$ cat src/design/alarm_cfg_pkg.sv
// Constants and carrier types for the alarm configuration register group.
// Assumes 16-bit holding registers addressed by their protocol register number.
package alarm_cfg_pkg;
	localparam logic [15:0] OFS_DISP_SRC   = 16'h0fb8;
	localparam logic [15:0] OFS_LED_CLEAR  = 16'h0fb9;
	localparam logic [15:0] OFS_A1_SRC     = 16'h0fba;
	localparam logic [15:0] OFS_A1_KIND    = 16'h0fbb;
	localparam logic [15:0] OFS_A1_ON_DLY  = 16'h0fbc;
	localparam logic [15:0] OFS_A1_OFF_DLY = 16'h0fbd;
	localparam logic [15:0] OFS_A1_REARM   = 16'h0fbe;
	localparam logic [15:0] OFS_A1_LATCH   = 16'h0fbf;
	localparam logic [15:0] OFS_RSVD_GAP   = 16'h0fc0;
	localparam logic [15:0] OFS_A2_SRC     = 16'h0fc1;

	localparam logic [15:0] RST_DISP_SRC   = 16'h1d55;
	localparam logic [15:0] RST_LED_CLEAR  = 16'h0000;
	localparam logic [15:0] RST_SRC        = 16'h0000;
	localparam logic [15:0] RST_KIND       = 16'h0000;
	localparam logic [15:0] RST_DELAY      = 16'h0000;
	localparam logic [15:0] RST_LATCH      = 16'h0001;

	localparam logic [15:0] MAX_FLAG       = 16'h0001;
	localparam logic [15:0] MAX_A1_SRC     = 16'h0010;
	localparam logic [15:0] MAX_A2_SRC     = 16'h000e;
	localparam logic [15:0] MAX_KIND       = 16'h0005;
	localparam logic [15:0] MAX_DELAY      = 16'h0384;
	localparam logic [15:0] MEAS_BASE      = 16'h1d4c;
	localparam logic [4:0]  SRC_DISP2      = 5'h0f;
	localparam logic [4:0]  SRC_CLOCK      = 5'h10;

	localparam int CLK_HZ      = 25_000_000;
	localparam int TICK_TIME_S = 1;
	localparam int SEC_CYCLES  = CLK_HZ * TICK_TIME_S;

	typedef struct packed {
		logic [15:0] meas_addr;
		logic        use_display2;
		logic        use_clock;
	} src_sel_t;

	typedef enum logic [2:0] {
		A_IDLE    = 3'b000,
		A_ON_WAIT = 3'b001,
		A_ACTIVE  = 3'b010,
		A_OFF_WAIT= 3'b011,
		A_LOCK    = 3'b100
	} alarm_state_t;
endpackage

$ cat src/design/alarm_config_registers.sv
// Alarm and lower-display configuration registers with the alarm 1 timer.
// Assumes a protocol engine on CORE_CLK issuing single-cycle read/write
// strobes, and an alarm 1 trigger level from comparator logic on CORE_CLK.
//
// Summary of operation
// - Display source register, default 7509, names measurement shown on lower line.
// - Writing 1 to indication reset clears the alarm 1 held LED and pulses LED_CLEAR.
// - Alarm 1 source selector holds codes 0 to 16, default 0.
// - Codes 0-14 map to register 7500+code; 15 second display; 16 clock.
// - Alarm 1 asserts after programmable 0-900 s on delay.
// - Alarm 1 releases after off delay, then re-arm lock blocks reassertion.
// - Latch set keeps alarm 1 LED flashing after alarm until cleared.
// - Alarm 2 source selector holds codes 0 to 14, same mapping.
`timescale 1ns/1ps
module alarm_config_registers
	import alarm_cfg_pkg::*;
#(
	parameter int SEC_CYC = SEC_CYCLES
) (
	input  wire logic        CORE_CLK,
	input  wire logic        SYS_RST,
	input  wire logic        REG_WR,
	input  wire logic        REG_RD,
	input  wire logic [15:0] REG_ADDR,
	input  wire logic [15:0] REG_WDATA,
	output logic      [15:0] REG_RDATA,
	output logic             REG_ACK,
	output logic             REG_ERR,
	input  wire logic        ALARM1_TRIGGER,
	output logic             ALARM1_RELAY,
	output logic             ALARM1_HELD,
	output logic             LED_CLEAR,
	output logic      [15:0] DISPLAY_SOURCE,
	output logic      [2:0]  ALARM1_KIND,
	output src_sel_t         ALARM1_SOURCE,
	output src_sel_t         ALARM2_SOURCE
);
	logic [15:0]  disp_src_r;
	logic [15:0]  led_clear_r;
	logic [15:0]  a1_src_r;
	logic [15:0]  a1_kind_r;
	logic [15:0]  a1_on_dly_r;
	logic [15:0]  a1_off_dly_r;
	logic [15:0]  a1_rearm_r;
	logic [15:0]  a1_latch_r;
	logic [15:0]  a2_src_r;
	logic         wr_ok;
	logic         wr_bad;
	logic         mapped;
	logic [15:0]  rd_nxt;
	logic         clear_pulse;
	alarm_state_t state_r;
	logic [9:0]   sec_left_r;
	logic [31:0]  presc_r;
	logic         tick;
	logic         released;

	// Maps a source code onto the measurement register it reads.
	function automatic src_sel_t map_src(input logic [15:0] code);
		src_sel_t s;
		s.meas_addr    = 16'h0000;
		s.use_display2 = 1'b0;
		s.use_clock    = 1'b0;
		if (code[4:0] == SRC_DISP2) begin
			s.use_display2 = 1'b1;
		end else if (code[4:0] == SRC_CLOCK) begin
			s.use_clock = 1'b1;
		end else begin
			s.meas_addr = MEAS_BASE + code;
		end
		return s;
	endfunction

	// Range check per register except display source; the gap word takes writes silently.
	always_comb begin
		mapped = 1'b1;
		wr_bad = 1'b0;
		rd_nxt = 16'h0000;
		case (REG_ADDR)
			OFS_DISP_SRC: rd_nxt = disp_src_r;
			OFS_LED_CLEAR: begin
				rd_nxt = led_clear_r;
				wr_bad = REG_WDATA > MAX_FLAG;
			end
			OFS_A1_SRC: begin
				rd_nxt = a1_src_r;
				wr_bad = REG_WDATA > MAX_A1_SRC;
			end
			OFS_A1_KIND: begin
				rd_nxt = a1_kind_r;
				wr_bad = REG_WDATA > MAX_KIND;
			end
			OFS_A1_ON_DLY: begin
				rd_nxt = a1_on_dly_r;
				wr_bad = REG_WDATA > MAX_DELAY;
			end
			OFS_A1_OFF_DLY: begin
				rd_nxt = a1_off_dly_r;
				wr_bad = REG_WDATA > MAX_DELAY;
			end
			OFS_A1_REARM: begin
				rd_nxt = a1_rearm_r;
				wr_bad = REG_WDATA > MAX_DELAY;
			end
			OFS_A1_LATCH: begin
				rd_nxt = a1_latch_r;
				wr_bad = REG_WDATA > MAX_FLAG;
			end
			OFS_RSVD_GAP: rd_nxt = 16'h0000;
			OFS_A2_SRC: begin
				rd_nxt = a2_src_r;
				wr_bad = REG_WDATA > MAX_A2_SRC;
			end
			default: mapped = 1'b0;
		endcase
	end

	assign wr_ok = REG_WR && mapped && !wr_bad;
	assign clear_pulse = wr_ok && (REG_ADDR == OFS_LED_CLEAR) &&
		REG_WDATA[0];

	always_ff @(posedge CORE_CLK or posedge SYS_RST) begin
		if (SYS_RST) begin
			disp_src_r   <= RST_DISP_SRC;
			led_clear_r  <= RST_LED_CLEAR;
			a1_src_r     <= RST_SRC;
			a1_kind_r    <= RST_KIND;
			a1_on_dly_r  <= RST_DELAY;
			a1_off_dly_r <= RST_DELAY;
			a1_rearm_r   <= RST_DELAY;
			a1_latch_r   <= RST_LATCH;
			a2_src_r     <= RST_SRC;
		end else if (wr_ok) begin
			case (REG_ADDR)
				OFS_DISP_SRC:   disp_src_r   <= REG_WDATA;
				OFS_LED_CLEAR:  led_clear_r  <= REG_WDATA;
				OFS_A1_SRC:     a1_src_r     <= REG_WDATA;
				OFS_A1_KIND:    a1_kind_r    <= REG_WDATA;
				OFS_A1_ON_DLY:  a1_on_dly_r  <= REG_WDATA;
				OFS_A1_OFF_DLY: a1_off_dly_r <= REG_WDATA;
				OFS_A1_REARM:   a1_rearm_r   <= REG_WDATA;
				OFS_A1_LATCH:   a1_latch_r   <= REG_WDATA;
				OFS_A2_SRC:     a2_src_r     <= REG_WDATA;
				default: ;
			endcase
		end
	end

	// Bus answer: one cycle after the strobe, data and status registered.
	always_ff @(posedge CORE_CLK or posedge SYS_RST) begin
		if (SYS_RST) begin
			REG_RDATA <= 16'h0000;
			REG_ACK   <= 1'b0;
			REG_ERR   <= 1'b0;
			LED_CLEAR <= 1'b0;
		end else begin
			REG_ACK   <= REG_WR || REG_RD;
			REG_ERR   <= (REG_WR && (wr_bad || !mapped)) ||
				(REG_RD && !mapped);
			LED_CLEAR <= clear_pulse;
			if (REG_RD) begin
				REG_RDATA <= rd_nxt;
			end
		end
	end

	// Configuration outputs, registered so the consumers see stable data.
	always_ff @(posedge CORE_CLK or posedge SYS_RST) begin
		if (SYS_RST) begin
			DISPLAY_SOURCE <= RST_DISP_SRC;
			ALARM1_KIND    <= 3'h0;
			ALARM1_SOURCE  <= '0;
			ALARM2_SOURCE  <= '0;
		end else begin
			DISPLAY_SOURCE <= disp_src_r;
			ALARM1_KIND    <= a1_kind_r[2:0];
			ALARM1_SOURCE  <= map_src(a1_src_r);
			ALARM2_SOURCE  <= map_src(a2_src_r);
		end
	end

	assign tick = presc_r == 32'(SEC_CYC - 1);
	assign released = (state_r == A_ACTIVE && !ALARM1_TRIGGER &&
		a1_off_dly_r == 16'h0000) ||
		(state_r == A_OFF_WAIT && !ALARM1_TRIGGER && tick &&
		sec_left_r == 10'h001);

	// Alarm 1 timing. The second prescaler restarts on every load, so a
	// delay of N seconds lasts N whole seconds, never a partial first one.
	always_ff @(posedge CORE_CLK or posedge SYS_RST) begin
		if (SYS_RST) begin
			state_r    <= A_IDLE;
			sec_left_r <= 10'h000;
			presc_r    <= 32'h0000_0000;
			ALARM1_RELAY <= 1'b0;
		end else begin
			presc_r <= tick ? 32'h0000_0000 : presc_r + 32'h0000_0001;
			case (state_r)
				A_IDLE: begin
					if (ALARM1_TRIGGER) begin
						presc_r    <= 32'h0000_0000;
						sec_left_r <= a1_on_dly_r[9:0];
						if (a1_on_dly_r == 16'h0000) begin
							state_r      <= A_ACTIVE;
							ALARM1_RELAY <= 1'b1;
						end else begin
							state_r <= A_ON_WAIT;
						end
					end
				end
				A_ON_WAIT: begin
					if (!ALARM1_TRIGGER) begin
						state_r <= A_IDLE;
					end else if (tick) begin
						sec_left_r <= sec_left_r - 10'h001;
						if (sec_left_r == 10'h001) begin
							state_r      <= A_ACTIVE;
							ALARM1_RELAY <= 1'b1;
						end
					end
				end
				A_ACTIVE: begin
					if (!ALARM1_TRIGGER) begin
						presc_r    <= 32'h0000_0000;
						sec_left_r <= a1_off_dly_r[9:0];
						if (a1_off_dly_r != 16'h0000) begin
							state_r <= A_OFF_WAIT;
						end
					end
				end
				A_OFF_WAIT: begin
					if (ALARM1_TRIGGER) begin
						state_r <= A_ACTIVE;
					end else if (tick) begin
						sec_left_r <= sec_left_r - 10'h001;
					end
				end
				A_LOCK: begin
					if (tick) begin
						sec_left_r <= sec_left_r - 10'h001;
						if (sec_left_r == 10'h001) begin
							state_r <= A_IDLE;
						end
					end
				end
				default: begin
					state_r      <= A_IDLE;
					ALARM1_RELAY <= 1'b0;
				end
			endcase
			if (released) begin
				ALARM1_RELAY <= 1'b0;
				presc_r      <= 32'h0000_0000;
				sec_left_r   <= a1_rearm_r[9:0];
				state_r <= (a1_rearm_r != 16'h0000) ? A_LOCK : A_IDLE;
			end
		end
	end

	// Held indication: a release in the same cycle as a clear still sets it.
	always_ff @(posedge CORE_CLK or posedge SYS_RST) begin
		if (SYS_RST) begin
			ALARM1_HELD <= 1'b0;
		end else if (released && a1_latch_r[0]) begin
			ALARM1_HELD <= 1'b1;
		end else if (clear_pulse) begin
			ALARM1_HELD <= 1'b0;
		end
	end
endmodule

$ cat config.mk
export PLATFORM = sky130hd
export DESIGN_NAME = alarm_config_registers
export DESIGN_NICKNAME = d
export VERILOG_FILES = /design/src/design/alarm_cfg_pkg.sv /design/src/design/alarm_config_registers.sv
export SDC_FILE = /design/constraint.sdc
export NUM_CORES = 1
export LEC_CHECK = 0
export BUFFER_PORTS_ARGS = -buffer_cell sky130_fd_sc_hd__buf_2
export CAP_MARGIN = 20
export CORE_UTILIZATION = 47
export CTS_CLUSTER_SIZE = 10
export DETAILED_ROUTE_END_ITERATION = 6
export GPL_TIMING_DRIVEN = 0
export PLACE_DENSITY = 0.68
export SYNTH_ARGS = -nofsm -noshare
export SYNTH_HDL_FRONTEND = slang
export SYNTH_SLANG_ARGS = --single-unit
$ cat constraint.sdc
create_clock -name CORE_CLK -period 7.2 [get_ports CORE_CLK]
set_input_delay 0.36 -clock CORE_CLK [delete_from_list [all_inputs] [get_ports CORE_CLK]]
set_output_delay 0.36 -clock CORE_CLK [all_outputs]
set_load 0.01 [all_outputs]
==> reports/qor.yml <==
numClockSinks: 265
finalSetupViolCount: 0
worst_slack_ns: 4.32
worstMarginPinSlew_ns: 1.01
track_usage_pct: 24.5
io_pins: 113
drive_gt1_share_pct: 22.1
place_inst: 1502
syn-num-nets: 1106
dp_slack_ns: 3.84
combPwrFrac_pct: 15.0
crit_chain: "clkbuf_1, buf_1, buf_1, mux2i_1, o21ai_0, a222oi_1, nand4_1, o21a_1"
irDropWorstVdd_uv: 243
syn-instance-count: 1060
grt_overflow: 0
htreeDepth: 1
grt_pass1_wl_mm: 49.5
hpwl_mm: 22.7
worstPathRequired_ns: 7.66
cts_buffers: 31
drt_iter0_drc: 669
power_switching_uw: 948
fin_cells: 1561
path_max_fanout: 10
arrival_ns: 3.35
finalCritPeriodShare_pct: 40.0
cpPeakStageDelay_ns: 0.69
hp-start: "REG_WDATA[12]"
avgSynthCellArea_um2: 11.3
cpMostUsedCell: "buf_1"
skew_ns: 0.0316
synthToLayoutAreaGrowth_pct: 16.6
finalNetCount: 1252
vias: 8851
fin_hold_ws_ns: 0.0590
cts_tree: "yes"
status: "complete, no violations"
dr.pass1.iters: 5
clkPwrFrac_pct: 40.2
startpoint_type: "input pin"
worstRegToRegCells: 7
critPathCaptureType: "flop"
ys.flop_type: "dfrtp_1"
p_leak_nw: 6.51
hold_class: "in2reg"
routed_via_density: 5.67
hold_viol_final: 0
die_h_um: 162
min_period_ns: 2.88
switching_share_pct: 26.9
async_reset_ff_share_pct: 100
fill_cells: 2218
rsz0062_at_grt: "no"
p_seq_share_pct: 44.8
slew-limit-headroom_pct: 32.1
worstReg2RegStart: "presc_r[26]"
portBuffers: 106
reg_top3: "presc_r x32, ALARM1_SOURCE x18, ALARM2_SOURCE x18"
holdPathStages: 2
initial_core_util_pct: 47.8
synth.distinct_cells: 73
rrSetupSlack_ns: 4.45
wl_per_cell_um: 20.0
grt_start_max_net_pins: 44
p_int_mw: 2.58
chipWidth_um: 162
synth_seq_cells: 265
largest-register: "presc_r"
coreArea_um2: 25100
drv_cap: 0
post_cts_buffers: 0
cts-root-buf: "clkbuf_16"
layout_commonest_cell: "dfrtp_1"
antenna_found_initial: 3
timing.fmax_mhz: 347
finalMaxSlewViolations: 0
insertion_delay_ns: 0.58
synth_edf_count: 0
mostFrequentLayoutCells: "248 x dfrtp_1, 111 x buf_2, 87 x nor2_1"
min_to: "disp_src_r[12]"
path_class: "in2reg"
routed_wl_mm: 31.1
clk_pin_slew_ns: 0.06
gp_congestion: 0.942
multi_input_area_um2: 4990
layout.area.seq_um2: 6650
yosysWarnings: 0
cp_slowest_cell: "buf_1"
drcViolationCount: 0
largest_reg_flops: 32
fp-row-count: 58
ant_nets: 0
ctsLongestPathBuffers: 3
syn_area_um2: 12000
timing.setup.tns_ns: 0
ys_seq_area_share_pct: 55.4
power.density_nw_per_um2: 252
first_global_vias: 8767
die_area_um2: 26200
r2r_end: "sec_left_r[3]"
worst max path at each step:
stage | start | endpoint | slack [ns] | cells after the start
global placement | SYS_RST | ALARM2_SOURCE[13] | 1.86 | 2
finish | REG_ADDR[1] | REG_RDATA[10] | 4.32 | 8
floorplan | SYS_RST | ALARM1_HELD | 3.36 | 1
global route | REG_ADDR[1] | REG_RDATA[8] | 4.23 | 8
CTS | presc_r[26] | sec_left_r[9] | 4.44 | 7
detailed placement | REG_ADDR[1] | REG_RDATA[8] | 3.84 | 8
layer usage:
metal	global-route usage [%]	wire [um]
met5	0	24
met4	7.98	958
met1	34.2	13800
met2	39.5	14500
met3	3.24	1890
timing repair:
item / in CTS / in global routing
gates resized for setup: 0 / 0
hold buffers: 1 / 0
endpoints found under the hold margin: 32 / 0
cells by family (layout without fill, tap and decap cells):
family	count (synthesis)	after routing	synth area share [%]
fa+ha+maj	9	9	0.938
other cells	0	1	0
buf+inv	89	259	3.05
xor+xnor	52	52	3.79
simple gates	382	382	17.9
compound gates	169	169	9.89
mux	94	94	9.04
flops	265	265	55.4
synthesized netlist by cell type (all sizes together) (18+ instances only):
cell type	number	area, um^2
dfrtp	248	6210
nor2	88	333
mux2	77	878
and2	74	463
nand2	51	191
clkbuf	44	165
o21ai	38	190
inv	33	124
a22oi	32	240
nand4	31	200
xnor2	28	245
a21oi	25	125
nor3	25	130
xor2	24	210
nor2b	22	138
nor4	20	165
nand3	18	90.1
area by class of cell:
class	instances	share of cell area (%)
timing repair buffer	113	4.72
sequential	265	47.5
clock inverter	3	0.241
buffer	56	1.73
tap	330	2.95
inverter	33	0.911
antenna	1	0.0179
clock buffer	54	6.30
multi-input combinational	706	35.6
power groups by stage:
stage	registers [mW]	clock network (mW)	logic [mW]
after CTS	1.58	1.45	0.534
after global placement	1.60	0	0.511
after detailed placement	1.61	0	0.528
after floorplan	1.60	0	0.386
final	1.58	1.42	0.527
after global routing	1.59	1.51	0.592
metrics by stage:
| step | util [%] | cell area [um^2] | power, mW |
|---|---|---|---|
| after floorplan | - | 12000 | 1.99 |
| after global placement | 51.6 | 13000 | 2.12 |
| after detailed placement | 52.1 | 13100 | 2.13 |
| after CTS | 55.8 | 14000 | 3.56 |
| after global routing | 55.8 | 14000 | 3.69 |
| final | 55.8 | 14000 | 3.53 |
worst max-delay path, delay by kind of cell:
kind,cells,cell delay (ns)
buffers and inverters,3,1.59
AND/OR/NAND/NOR,1,0.24
AO/OA/AOI/OAI,3,0.85
multiplexers,1,0.30
Power figures use the tool's default switching activity.
